==> src/mmx_pkg.sv <==
// mmx_pkg: constants and types shared by the move and multiply execution datapath
// assumes a 12-bit data space split into 256-byte banks and a four-phase instruction cycle
package mmx_pkg;

  // opcode patterns, upper byte of the instruction word
  localparam logic [7:0] MMX_OP_LOAD_LIT = 8'h0E;
  localparam logic [7:0] MMX_OP_MUL_LIT = 8'h0D;
  localparam logic [6:0] MMX_OP_STORE_F = 7'h37;
  localparam logic [6:0] MMX_OP_MUL_F = 7'h01;

  // instruction word field positions
  localparam int MMX_OP_HI = 15;
  localparam int MMX_OP_LO = 8;
  localparam int MMX_ABIT_POS = 8;
  localparam int MMX_ARG_HI = 7;
  localparam int MMX_ARG_LO = 0;

  // access bank layout: low part in bank 0, high part in the top bank
  localparam logic [7:0] MMX_ACCESS_SPLIT = 8'h60;
  localparam logic [7:0] MMX_INDEX_LIMIT = 8'h5F;
  localparam logic [3:0] MMX_ACCESS_LOW_BANK = 4'h0;
  localparam logic [3:0] MMX_ACCESS_HIGH_BANK = 4'hF;

  // values after reset
  localparam logic [7:0] MMX_ACC_RST = 8'h00;
  localparam logic [7:0] MMX_PROD_RST = 8'h00;

  // instruction cycle phases, one system clock each
  typedef enum logic [1:0] {
    MMX_PH_DECODE = 2'b00,
    MMX_PH_READ = 2'b01,
    MMX_PH_PROCESS = 2'b10,
    MMX_PH_WRITE = 2'b11
  } mmx_phase_t;

  // decoded operation
  typedef enum logic [2:0] {
    MMX_NONE = 3'b000,
    MMX_LOAD_LIT = 3'b001,
    MMX_STORE_F = 3'b010,
    MMX_MUL_LIT = 3'b011,
    MMX_MUL_F = 3'b100
  } mmx_op_t;

endpackage : mmx_pkg

==> src/mmx_addr_if.sv <==
// mmx_addr_if: carries a file operand's addressing fields to the address former and the result back
// assumes both ends sit in the same clock domain; the path through it is purely combinational
`timescale 1ns/1ps
interface mmx_addr_if #(
  parameter int ADDR_W = 12,
  parameter int BANK_W = 4
);
  logic access_bit;
  logic [7:0] file_field;
  logic [BANK_W-1:0] bank_select_reg;
  logic ext_set_en;
  logic [ADDR_W-1:0] index_base;
  logic [ADDR_W-1:0] full_addr;
  logic indexed;

  modport former (
    input access_bit,
    input file_field,
    input bank_select_reg,
    input ext_set_en,
    input index_base,
    output full_addr,
    output indexed
  );

  modport user (
    output access_bit,
    output file_field,
    output bank_select_reg,
    output ext_set_en,
    output index_base,
    input full_addr,
    input indexed
  );
endinterface : mmx_addr_if

==> src/mmx_addr_gen.sv <==
// mmx_addr_gen: forms the data-space address of a file operand
// assumes the caller registers the result; this leaf is combinational only
`timescale 1ns/1ps
module mmx_addr_gen
  import mmx_pkg::*;
#(
  parameter int ADDR_W = 12,
  parameter int BANK_W = 4
) (
  mmx_addr_if.former addr
);

  // choose between banked, access bank and indexed literal offset forms
  always_comb begin
    addr.indexed = 1'b0;
    if (addr.access_bit) begin
      addr.full_addr = {addr.bank_select_reg, addr.file_field};
    end else if (addr.ext_set_en && (addr.file_field <= MMX_INDEX_LIMIT)) begin
      // indexed offset wraps inside the data space rather than faulting
      addr.indexed = 1'b1;
      addr.full_addr = addr.index_base + {{(ADDR_W-8){1'b0}}, addr.file_field};
    end else if (addr.file_field < MMX_ACCESS_SPLIT) begin
      addr.full_addr = {MMX_ACCESS_LOW_BANK, addr.file_field};
    end else begin
      addr.full_addr = {MMX_ACCESS_HIGH_BANK, addr.file_field};
    end
  end

endmodule : mmx_addr_gen

==> src/mmx_exec.sv <==
// mmx_exec: execution datapath for literal load, accumulator store and the two unsigned multiplies
// assumes fetch hands over one instruction word in the decode phase and that data memory
// returns read data in the cycle after the read strobe
//
// Functional notes
// - the literal load writes its 8-bit literal into the accumulator and touches no flag.
// - the accumulator store copies the accumulator to the addressed file register without flag changes.
// - the 8-bit file field reaches every byte of the selected 256-byte bank.
// - bank-access bit 0 selects the access bank, 1 selects the bank named by the bank select value.
// - with the extended set on, bit clear and field at or below 95, indexed literal offset addressing is used.
// - the literal multiply forms the unsigned product of accumulator and literal.
// - the literal multiply puts the 16-bit product in the pair, high byte in the upper register.
// - the file multiply stores the unsigned accumulator times file register product in the pair.
// - neither multiply changes the accumulator, and the file multiply never writes the file register.
// - multiplies raise no flag, not zero, carry or overflow.
// - the file multiply is one word and one instruction cycle.
// - any literal from 0 to 255 is accepted by the load and the literal multiply.
`timescale 1ns/1ps
module mmx_exec
  import mmx_pkg::*;
#(
  parameter int ADDR_W = 12,
  parameter int BANK_W = 4
) (
  // clock and reset
  input wire logic SYS_CLK,
  input wire logic RSTN,
  // instruction hand-over from fetch and decode
  input wire logic INSTR_VALID,
  input wire logic [15:0] INSTR_WORD,
  output logic INSTR_TAKE,
  // addressing context
  input wire logic [BANK_W-1:0] BANK_SEL,
  input wire logic EXT_SET_EN,
  input wire logic [ADDR_W-1:0] INDEX_BASE,
  // data memory port
  output logic [ADDR_W-1:0] MEM_ADDR,
  output logic MEM_RD,
  input wire logic [7:0] MEM_RDATA,
  output logic MEM_WR,
  output logic [7:0] MEM_WDATA,
  // architectural state
  output logic [7:0] ACC,
  output logic [7:0] PROD_HI,
  output logic [7:0] PROD_LO,
  output logic DONE
);

  // the bank field plus the 8-bit file field must span the whole data space;
  // the access bank numbers are fixed in width, so the bank field must match them
  if (ADDR_W != BANK_W + 8 || BANK_W != $bits(MMX_ACCESS_HIGH_BANK)) begin : g_width_check
    $error("mmx_exec: ADDR_W must equal BANK_W + 8 and BANK_W must match the access bank width");
  end

  // decode the upper byte into one of the handled operations
  function automatic mmx_op_t decode_op(input logic [15:0] word);
    logic [7:0] opb;
    opb = word[MMX_OP_HI:MMX_OP_LO];
    if (opb == MMX_OP_LOAD_LIT) begin
      decode_op = MMX_LOAD_LIT;
    end else if (opb == MMX_OP_MUL_LIT) begin
      decode_op = MMX_MUL_LIT;
    end else if (opb[7:1] == MMX_OP_STORE_F) begin
      decode_op = MMX_STORE_F;
    end else if (opb[7:1] == MMX_OP_MUL_F) begin
      decode_op = MMX_MUL_F;
    end else begin
      decode_op = MMX_NONE;
    end
  endfunction : decode_op

  mmx_phase_t phase_ff, nxt_phase;
  mmx_op_t op_ff, nxt_op;
  logic [7:0] arg_ff, nxt_arg;
  logic [ADDR_W-1:0] addr_ff, nxt_addr;
  logic [7:0] operand_ff, nxt_operand;
  logic [15:0] product_ff, nxt_product;
  logic [7:0] acc_ff, nxt_acc;
  logic [7:0] prod_hi_ff, nxt_prod_hi;
  logic [7:0] prod_lo_ff, nxt_prod_lo;
  logic take_ff, nxt_take;
  logic mem_rd_ff, nxt_mem_rd;
  logic mem_wr_ff, nxt_mem_wr;
  logic [7:0] mem_wdata_ff, nxt_mem_wdata;
  logic done_ff, nxt_done;
  mmx_op_t dec_op;

  mmx_addr_if #(.ADDR_W(ADDR_W), .BANK_W(BANK_W)) addr_bus ();

  // address former sees the fields of the word being decoded
  assign addr_bus.access_bit = INSTR_WORD[MMX_ABIT_POS];
  assign addr_bus.file_field = INSTR_WORD[MMX_ARG_HI:MMX_ARG_LO];
  assign addr_bus.bank_select_reg = BANK_SEL;
  assign addr_bus.ext_set_en = EXT_SET_EN;
  assign addr_bus.index_base = INDEX_BASE;
  assign dec_op = decode_op(INSTR_WORD);

  mmx_addr_gen #(.ADDR_W(ADDR_W), .BANK_W(BANK_W)) u_addr_gen (
    .addr(addr_bus.former)
  );

  // phase sequencer and instruction capture
  always_comb begin
    nxt_phase = phase_ff;
    nxt_op = op_ff;
    nxt_arg = arg_ff;
    nxt_addr = addr_ff;
    nxt_take = 1'b0;
    case (phase_ff)
      MMX_PH_DECODE: begin
        nxt_phase = MMX_PH_READ;
        // an idle decode slot runs the phases as a no-operation
        nxt_op = INSTR_VALID ? dec_op : MMX_NONE;
        nxt_arg = INSTR_WORD[MMX_ARG_HI:MMX_ARG_LO];
        nxt_addr = addr_bus.full_addr;
      end
      MMX_PH_READ: begin
        nxt_phase = MMX_PH_PROCESS;
      end
      MMX_PH_PROCESS: begin
        nxt_phase = MMX_PH_WRITE;
      end
      MMX_PH_WRITE: begin
        // the next word is offered while the current one retires, so one word per instruction cycle
        nxt_phase = MMX_PH_DECODE;
        nxt_take = 1'b1;
      end
      default: begin
        nxt_phase = MMX_PH_DECODE;
      end
    endcase
  end

  always_ff @(posedge SYS_CLK) begin
    if (!RSTN) begin
      phase_ff <= MMX_PH_DECODE;
      op_ff <= MMX_NONE;
      arg_ff <= 8'h00;
      addr_ff <= '0;
      take_ff <= 1'b1;
    end else begin
      phase_ff <= nxt_phase;
      op_ff <= nxt_op;
      arg_ff <= nxt_arg;
      addr_ff <= nxt_addr;
      take_ff <= nxt_take;
    end
  end

  // operand read, process and data memory strobes
  always_comb begin
    nxt_operand = operand_ff;
    nxt_product = product_ff;
    nxt_mem_rd = 1'b0;
    nxt_mem_wr = 1'b0;
    nxt_mem_wdata = mem_wdata_ff;
    case (phase_ff)
      MMX_PH_DECODE: begin
        // only the file multiply needs the memory operand; the store needs no read
        nxt_mem_rd = INSTR_VALID && (dec_op == MMX_MUL_F);
      end
      MMX_PH_READ: begin
        nxt_operand = arg_ff;
      end
      MMX_PH_PROCESS: begin
        if (op_ff == MMX_MUL_F) begin
          nxt_product = 16'(acc_ff) * 16'(MEM_RDATA);
        end else begin
          nxt_product = 16'(acc_ff) * 16'(operand_ff);
        end
        nxt_mem_wr = (op_ff == MMX_STORE_F);
        nxt_mem_wdata = acc_ff;
      end
      MMX_PH_WRITE: begin
        nxt_mem_wdata = mem_wdata_ff;
      end
      default: begin
        nxt_mem_rd = 1'b0;
      end
    endcase
  end

  always_ff @(posedge SYS_CLK) begin
    if (!RSTN) begin
      operand_ff <= 8'h00;
      product_ff <= 16'h0000;
      mem_rd_ff <= 1'b0;
      mem_wr_ff <= 1'b0;
      mem_wdata_ff <= 8'h00;
    end else begin
      operand_ff <= nxt_operand;
      product_ff <= nxt_product;
      mem_rd_ff <= nxt_mem_rd;
      mem_wr_ff <= nxt_mem_wr;
      mem_wdata_ff <= nxt_mem_wdata;
    end
  end

  // write phase: accumulator and product pair; no status flag exists on this path
  always_comb begin
    nxt_acc = acc_ff;
    nxt_prod_hi = prod_hi_ff;
    nxt_prod_lo = prod_lo_ff;
    nxt_done = 1'b0;
    if (phase_ff == MMX_PH_WRITE) begin
      nxt_done = (op_ff != MMX_NONE);
      case (op_ff)
        MMX_LOAD_LIT: begin
          nxt_acc = arg_ff;
        end
        MMX_MUL_LIT, MMX_MUL_F: begin
          // a zero product is stored like any other, nothing is flagged
          nxt_prod_hi = product_ff[15:8];
          nxt_prod_lo = product_ff[7:0];
        end
        default: begin
          nxt_acc = acc_ff;
        end
      endcase
    end
  end

  always_ff @(posedge SYS_CLK) begin
    if (!RSTN) begin
      acc_ff <= MMX_ACC_RST;
      prod_hi_ff <= MMX_PROD_RST;
      prod_lo_ff <= MMX_PROD_RST;
      done_ff <= 1'b0;
    end else begin
      acc_ff <= nxt_acc;
      prod_hi_ff <= nxt_prod_hi;
      prod_lo_ff <= nxt_prod_lo;
      done_ff <= nxt_done;
    end
  end

  // every output leaves straight from a flip-flop
  assign INSTR_TAKE = take_ff;
  assign MEM_ADDR = addr_ff;
  assign MEM_RD = mem_rd_ff;
  assign MEM_WR = mem_wr_ff;
  assign MEM_WDATA = mem_wdata_ff;
  assign ACC = acc_ff;
  assign PROD_HI = prod_hi_ff;
  assign PROD_LO = prod_lo_ff;
  assign DONE = done_ff;

endmodule : mmx_exec

==> config.mk <==
export PLATFORM = sky130hd
export DESIGN_NAME = mmx_exec
export DESIGN_NICKNAME = d
export VERILOG_FILES = /design/src/mmx_pkg.sv /design/src/mmx_addr_if.sv /design/src/mmx_addr_gen.sv /design/src/mmx_exec.sv
export SDC_FILE = /design/constraint.sdc
export NUM_CORES = 1
export LEC_CHECK = 0
export CAP_MARGIN = 20
export CORE_UTILIZATION = 60
export CTS_CLUSTER_SIZE = 24
export DETAILED_ROUTE_END_ITERATION = 10
export DONT_BUFFER_PORTS = 1
export GPL_TIMING_DRIVEN = 0
export PLACE_DENSITY = 0.76
export SYNTH_ARGS = -nofsm -noshare
export SYNTH_HDL_FRONTEND = slang
export SYNTH_SLANG_ARGS = --single-unit
==> constraint.sdc <==
create_clock -name SYS_CLK -period 7.4 [get_ports SYS_CLK]
set_input_delay 0.74 -clock SYS_CLK [delete_from_list [all_inputs] [get_ports SYS_CLK]]
set_output_delay 0.74 -clock SYS_CLK [all_outputs]
set_load 0.05 [all_outputs]
==> run_results.csv, run 1 <==
group,metric,value,unit
timing,rsz0062_at_grt,"false",
final_layout,antenna_cells,0,
clocking,cts_resized,0,
timing,finalClockSkew,0.005848,ns
timing,drv_slew,0,
clocking,cts_tree,"done",
setup_path,worstSetupPathType,"flip-flop to flip-flop",
die,fp.dieH,116.8,um
timing,setup_viol,0,
timing,worst_pin_slew,0.9440,ns
setup_path,cp-start-kind,"flip-flop",
clocking,cts_buffers,9,
setup_path,crit_required,7.66,ns
synth,synth_commonest_cells,"and2_1, inv_1, nor2_1, dfxtp_1, ha_1",
synth,syn_area,7909,um^2
power_and_ir_drop,p_per_area,159.6,nW/um^2
synth,yosysTopAreaCell,"dfxtp_1",
grt,grt_pass1_wl,29800,um
clocking,clock_latency,0.34,ns
synth,yosys_warnings,0,
placed_design,io_buffers,0,
status,status,"completed",
synth,synth-async-reset-ratio,0,%
clocking,clock-sinks,85,
synth,synth_area_leaders,"dfxtp_1, fa_1, ha_1",
timing,max_slew_margin,36.98,%
grt,grt.overflow.total,0,
final_layout,multiInputGateArea,5669,um^2
clocking,clk_path_buf_depth,2,
final_layout,ff_latch_area,1702,um^2
clocking,clk_pin_slew,0.06,ns
detailed_routing,wire_per_inst,17.06,um
die,start_util,62.17,%
grt,grt_max_degree,16,
clocking,hold_buffers,0,
detailed_routing,drc,0,
detailed_routing,detail_route.iter0.violations,296,
grt,track_usage,28.49,%
die,dieArea,13640,um^2
clocking,postCtsSetupBuffers,0,
synth,synth_cell_types,55,
setup_path,end_kind,"flip-flop",
die,row_count,41,
power_and_ir_drop,power_leakage,4.214,nW
synth,synth-seq-cells,85,
final_layout,layout-drive-gt1-share,3.516,%
synth,mappedNetlistNets,1096,
clocking,root_buffer,"clkbuf_16",
grt,grt_pass1_vias,6117,
flow_run,max-cap-violations,0,
detailed_routing,antenna_left,0,
synth,syn_avg_cell_area,8.847,um^2
clocking,htree_levels,3,
timing,fin_crit,5.673,ns
placed_design,hpwlAfterDp,14370,um
grt,antenna_found_initial,0,
synth,synth-seq-area-share,21.52,%
synth,synth_edf_count,0,
detailed_routing,wirelength,18460,um
setup_path,crit_fanout,10,
detailed_routing,viasPerCell,5.699,
timing,fin_crit_sh,76.66,%
power_and_ir_drop,total_power,1.348,mW
synth,synth_flop_cell,"dfxtp_1",
timing,max_freq,0.1763,GHz
power_and_ir_drop,peakVddDrop,148.4,uV
placed_design,gp_congestion,0.8575,
final_layout,layout.nets,1107,
timing,tns,0,ns
synth,synthCells,894,
die,ios,92,
timing,finalHoldViolations,0,
detailed_routing,num_vias,6166,
synth,synth_most_common_cell,"and2_1",
die,chipWidth,116.8,um
die,coreArea,12720,um^2
detailed_routing,dr.pass1.iters,5,
min_path,min_path_type,"flip-flop to flip-flop",
synth,netlist.area_leader.share,21.52,%
final_layout,nFillCells,1094,
final_layout,syn_to_final_growth,6.803,%
setup_path,crit_arrival,5.93,ns
cells in the final DEF, fill, tap and decap left out, types with 3 or more instances in the layout:
| cell type | synthesis | routed |
|---|---|---|
| a211oi_1 | 8 | 8 |
| a21o_1 | 8 | 8 |
| a21oi_1 | 31 | 31 |
| a311oi_1 | 5 | 5 |
| a31oi_1 | 9 | 9 |
| a32o_1 | 3 | 3 |
| and2_1 | 106 | 106 |
| buf_1 | 5 | 5 |
| buf_2 | 4 | 4 |
| clkbuf_1 | 24 | 24 |
| clkbuf_16 | 0 | 9 |
| dfxtp_1 | 85 | 85 |
| fa_1 | 73 | 73 |
| ha_1 | 85 | 85 |
| inv_1 | 105 | 105 |
| mux2i_1 | 52 | 52 |
| nand2_1 | 66 | 66 |
| nand2b_1 | 14 | 14 |
| nand3_1 | 9 | 9 |
| nand3b_1 | 3 | 3 |
| nand4_1 | 3 | 3 |
| nor2_1 | 86 | 86 |
| nor2b_1 | 4 | 4 |
| nor3_1 | 6 | 6 |
| nor3b_1 | 4 | 4 |
| o211ai_1 | 4 | 4 |
| o21a_1 | 5 | 5 |
| o21ai_0 | 18 | 18 |
| o21ai_1 | 6 | 6 |
| o22ai_1 | 6 | 6 |
| o311a_1 | 3 | 3 |
| o31ai_1 | 3 | 3 |
| xnor2_1 | 13 | 13 |
| xor2_1 | 11 | 11 |
state kept, by name, indices dropped and copies added, names as in the netlist:
register and cells:
phase_ff 2, INSTR_TAKE 1, arg_ff 8, operand_ff 8, MEM_ADDR 12, product_ff 16
PROD_LO 8, MEM_WR 1, op_ff 3, DONE 1, ACC 8, PROD_HI 8
MEM_RD 1, MEM_WDATA 8
critical path, cell delays in order (launching register included):
cell       delay (ns)
dfxtp_1          0.94
clkbuf_1         0.64
nand2_1          0.16
fa_1             0.52
fa_1             0.55
inv_1            0.05
fa_1             0.53
inv_1            0.05
fa_1             0.55
inv_1            0.05
ha_1             0.34
o211a_1          0.17
o31ai_2          0.09
a21oi_2          0.19
mux2i_1          0.11
a2111oi_2        0.29
nor2_1           0.13
o31ai_2          0.23
layer usage:
metal	track usage [%]	up-vias	wire, um	share of wire [%]
li1	-	2956	-	-
met1	38.06	2987	8471	46
met2	46.07	198	8471	46
met3	6.797	25	1218	6.6
met4	8.439	0	295	1.6
met5	0	-	0	0
report_power, final:
group | switching, mW | total (mW) | internal, mW
clock network | 0.192 | 0.490 | 0.297
logic | 0.143 | 0.241 | 0.0971
registers | 0.110 | 0.618 | 0.509
stage by stage:
step | area, um^2 | hold WS, ns | util [%] | instances | worst slack (ns)
6_report | 8447 | 0.4732 | 66.39 | 1082 | 1.727
5_1_grt | 8447 | 0.4829 | 66.39 | 1082 | 1.374
4_1_cts | 8447 | 0.4757 | 66.39 | 1082 | 1.754
3_5_place_dp | 8124 | 0.4667 | 63.86 | 1066 | 1.776
3_3_place_gp | 8124 | 0.4586 | 63.86 | 1066 | 1.803
2_1_floorplan | 7909 | 0.4456 | - | 894 | 2.589
final timing paths:
check / startpoint / to / slack (ns) / depth (start not counted)
worst min register to register: product_ff[4]$_SDFFE_PN0P_ / product_ff[4]$_SDFFE_PN0P_ / 0.47 / 2
worst max register to register: ACC[1]$_SDFFE_PN0P_ / product_ff[15]$_SDFFE_PN0P_ / 1.73 / 17
worst max-delay path: ACC[1]$_SDFFE_PN0P_ / product_ff[15]$_SDFFE_PN0P_ / 1.73 / 17
worst min-delay path: product_ff[4]$_SDFFE_PN0P_ / product_ff[4]$_SDFFE_PN0P_ / 0.47 / 2
kinds of logic after synthesis:
group / synth area share [%]
adders and majority gates: 31.93
buffers and inverters: 6.803
and+or+nand+nor: 20.23
xor gates and xnor gates: 2.658
AOI/OAI and AO/OA: 10.28
DFF: 21.52
muxes: 6.581
layout make-up:
| class | instances | share of cell area, % |
|---|---|---|
| Multi-Input combinational cell | 669 | 67.12 |
| Sequential cell | 85 | 20.15 |
| Inverter | 105 | 4.666 |
| Clock buffer | 9 | 2.666 |
| Tap cell | 172 | 2.548 |
| Buffer | 35 | 1.703 |
| Clock inverter | 7 | 1.155 |
Note: power is estimated with default switching activity, not from simulation.
==> inputs of run 2 (changes only) <==
CORE_UTILIZATION = 59   (was 60)
PLACE_DENSITY = 0.78   (was 0.76)
clock period = 5.1 ns   (was 7.4 ns; I/O delays follow)
==> run 2 against run 1 <==
Against the previous run:
- design area rose by 1.4%
- hold slack worse by 0.21 ns
- sequential share of layout area is 0.077 points higher
- power increased by 45%
- cell count up 0.55%
- maximum frequency increased by 18%
- die area increased by 1.7%
- register-to-register slack got worse by 1.5 ns
- critical endpoint unchanged
- largest cell class unchanged
==> run_results.csv, run 2 (synthesis results as in run 1) <==
group,metric,value,unit
detailed_routing,wire_per_inst,17.20,um
timing,finalHoldViolations,0,
power_and_ir_drop,netSwitchingFraction,31.99,%
timing,max_slew_margin,45.87,%
detailed_routing,drc,0,
die,row_count,41,
setup_path,worstSetupPathType,"flip-flop to flip-flop",
clocking,clk_pin_slew,0.06,ns
detailed_routing,wirelength,18720,um
status,status,"completed",
setup_path,crit_top_cell,"fa_1",
detailed_routing,detail_route.iter0.violations,377,
setup_path,cpLargestDelayFamily,"adder cells",
clocking,cts_buffers,9,
final_layout,final_cell_mix,"and2_1, inv_1, nor2_1, ha_1, dfxtp_1",
clocking,clk_path_buf_depth,2,
detailed_routing,antenna_left,0,
min_path,min_path_type,"input port to flip-flop",
timing,setup_viol,0,
final_layout,stdcell_area,8563,um^2
final_layout,syn_to_final_growth,8.274,%
detailed_routing,dr.pass1.iters,5,
final_layout,layout-drive-gt1-share,5.895,%
final_layout,regMostFlops,"product_ff",
clocking,cts_tree,"done",
detailed_routing,num_vias,6198,
timing,rsz0062_at_grt,"false",
die,start_util,61.67,%
die,fp.dieH,117.8,um
final_layout,layout.nets,1113,
power_and_ir_drop,peakVddDrop,232.6,uV
setup_path,max_stage_delay,0.55,ns
grt,grt_pass1_vias,6302,
timing,worst_slack,0.2730,ns
timing,finalClockSkew,0.004275,ns
final_layout,layout_commonest_cell,"and2_1",
placed_design,dpl_worst_slack,-0.5336,ns
clocking,htree_levels,3,
timing,fin_crit_sh,94.65,%
setup_path,crit_buf_inv,4,
detailed_routing,viasPerCell,5.697,
power_and_ir_drop,switching_power,0.6252,mW
power_and_ir_drop,p_comb_share,17.8,%
die,coreArea,12820,um^2
power_and_ir_drop,p_clk_share,36.4,%
grt,grt_max_degree,14,
timing,worst_pin_slew,0.8119,ns
die,chipWidth,117.8,um
setup_path,cp-start-kind,"flip-flop",
power_and_ir_drop,seq_power_share,45.8,%
setup_path,crit_arrival,5.08,ns
setup_path,crit_fanout,10,
die,ios,92,
setup_path,end_kind,"flip-flop",
clocking,root_buffer,"clkbuf_16",
die,dieArea,13870,um^2
clocking,clock_latency,0.34,ns
grt,grt_pass1_wl,30780,um
timing,drv_slew,0,
clocking,hold_buffers,0,
final_layout,largest_register_ffs,16,
grt,grt.overflow.total,0,
timing,max_freq,0.2072,GHz
final_layout,antenna_cells,0,
setup_path,slowest_stage,"fa_1",
grt,antenna_found_initial,0,
placed_design,dpl-instance-area,8124,um^2
placed_design,io_buffers,0,
setup_path,path_cells,"buf_6 -> nand2_1 -> fa_1 -> fa_1 -> inv_1 -> fa_1 -> inv_1 -> fa_1 -> inv_1 -> ha_1 -> o211a_1 -> o31ai_2 -> a21oi_2 -> mux2i_1 -> a2111oi_2 -> nor2_1 -> o31ai_2",
power_and_ir_drop,power_leakage,4.300,nW
grt,track_usage,27.76,%
setup_path,crit_required,5.35,ns
timing,fin_crit,4.827,ns
power_and_ir_drop,p_per_area,228.2,nW/um^2
placed_design,gp_congestion,0.8601,
placed_design,hpwlAfterDp,14410,um
flow_run,max-cap-violations,0,
power_and_ir_drop,internal-power,1.329,mW
clocking,clock-sinks,85,
run 2: cell type report:
class	instances	area, um^2
multi-input cells	669	5679
fillers	1040	4262
flip-flops and latches	85	1732
inverters	105	394.1
clock buffers	12	256.5
well taps	172	215.2
plain buffers	35	186.4
clock inverters	4	70.07
repair buffers	6	30.03
run 2: metrics by stage:
step           cells  util, %  total power [mW]  setup TNS [ns]  hold WS (ns)
6_report        1088    66.77             1.954               0        0.2617
5_1_grt         1088    66.77             2.031               0        0.2560
4_1_cts         1082    66.10             1.956               0        0.2511
3_5_place_dp    1066    63.35             1.251          -2.409        0.4771
3_3_place_gp    1066    63.35             1.241          -2.037        0.4628
2_1_floorplan    894        -             1.153               0        0.4456
run 2: repair_timing:
item	4_1_cts	5_1_grt
gates resized for setup	18	32
endpoints found under the hold margin	0	0
setup endpoints to repair	7	6
setup buffers	0	6
run 2: routing by layer:
| metal | share of wire (%) | routed length (um) | vias to the layer above | track usage (%) |
|---|---|---|---|---|
| met5 | 0 | 0 | - | 0 |
| met4 | 1.4 | 259 | 0 | 6.571 |
| met3 | 6.6 | 1237 | 24 | 5.281 |
| met2 | 47 | 8872 | 190 | 46.73 |
| met1 | 45 | 8345 | 3008 | 36.74 |
| li1 | - | - | 2976 | - |
run 2: path summary, 6_finish.rpt:
path,from,cells after the start,slack [ns],end
max,ACC[0]$_SDFFE_PN0P_,17,0.27,product_ff[15]$_SDFFE_PN0P_
min,INSTR_WORD[10],1,0.26,MEM_RD$_SDFF_PN0_
max reg2reg,ACC[0]$_SDFFE_PN0P_,17,0.27,product_ff[15]$_SDFFE_PN0P_
min reg2reg,product_ff[4]$_SDFFE_PN0P_,2,0.49,product_ff[4]$_SDFFE_PN0P_
run 2: worst register-to-register path: stages (launching register included):
cell,delay [ns]
dfxtp_4,0.52
buf_6,0.21
nand2_1,0.10
fa_1,0.51
fa_1,0.55
inv_1,0.06
fa_1,0.53
inv_1,0.05
fa_1,0.54
inv_1,0.05
ha_1,0.34
o211a_1,0.18
o31ai_2,0.09
a21oi_2,0.19
mux2i_1,0.11
a2111oi_2,0.30
nor2_1,0.13
o31ai_2,0.27
run 2: power by group through the flow:
stage / registers (mW) / clock network, mW / logic [mW]
after detailed placement: 0.911 / 0 / 0.340
final: 0.894 / 0.711 / 0.349
after global placement: 0.909 / 0 / 0.331
after floorplan: 0.883 / 0 / 0.270
after global routing: 0.903 / 0.743 / 0.386
after CTS: 0.896 / 0.716 / 0.344
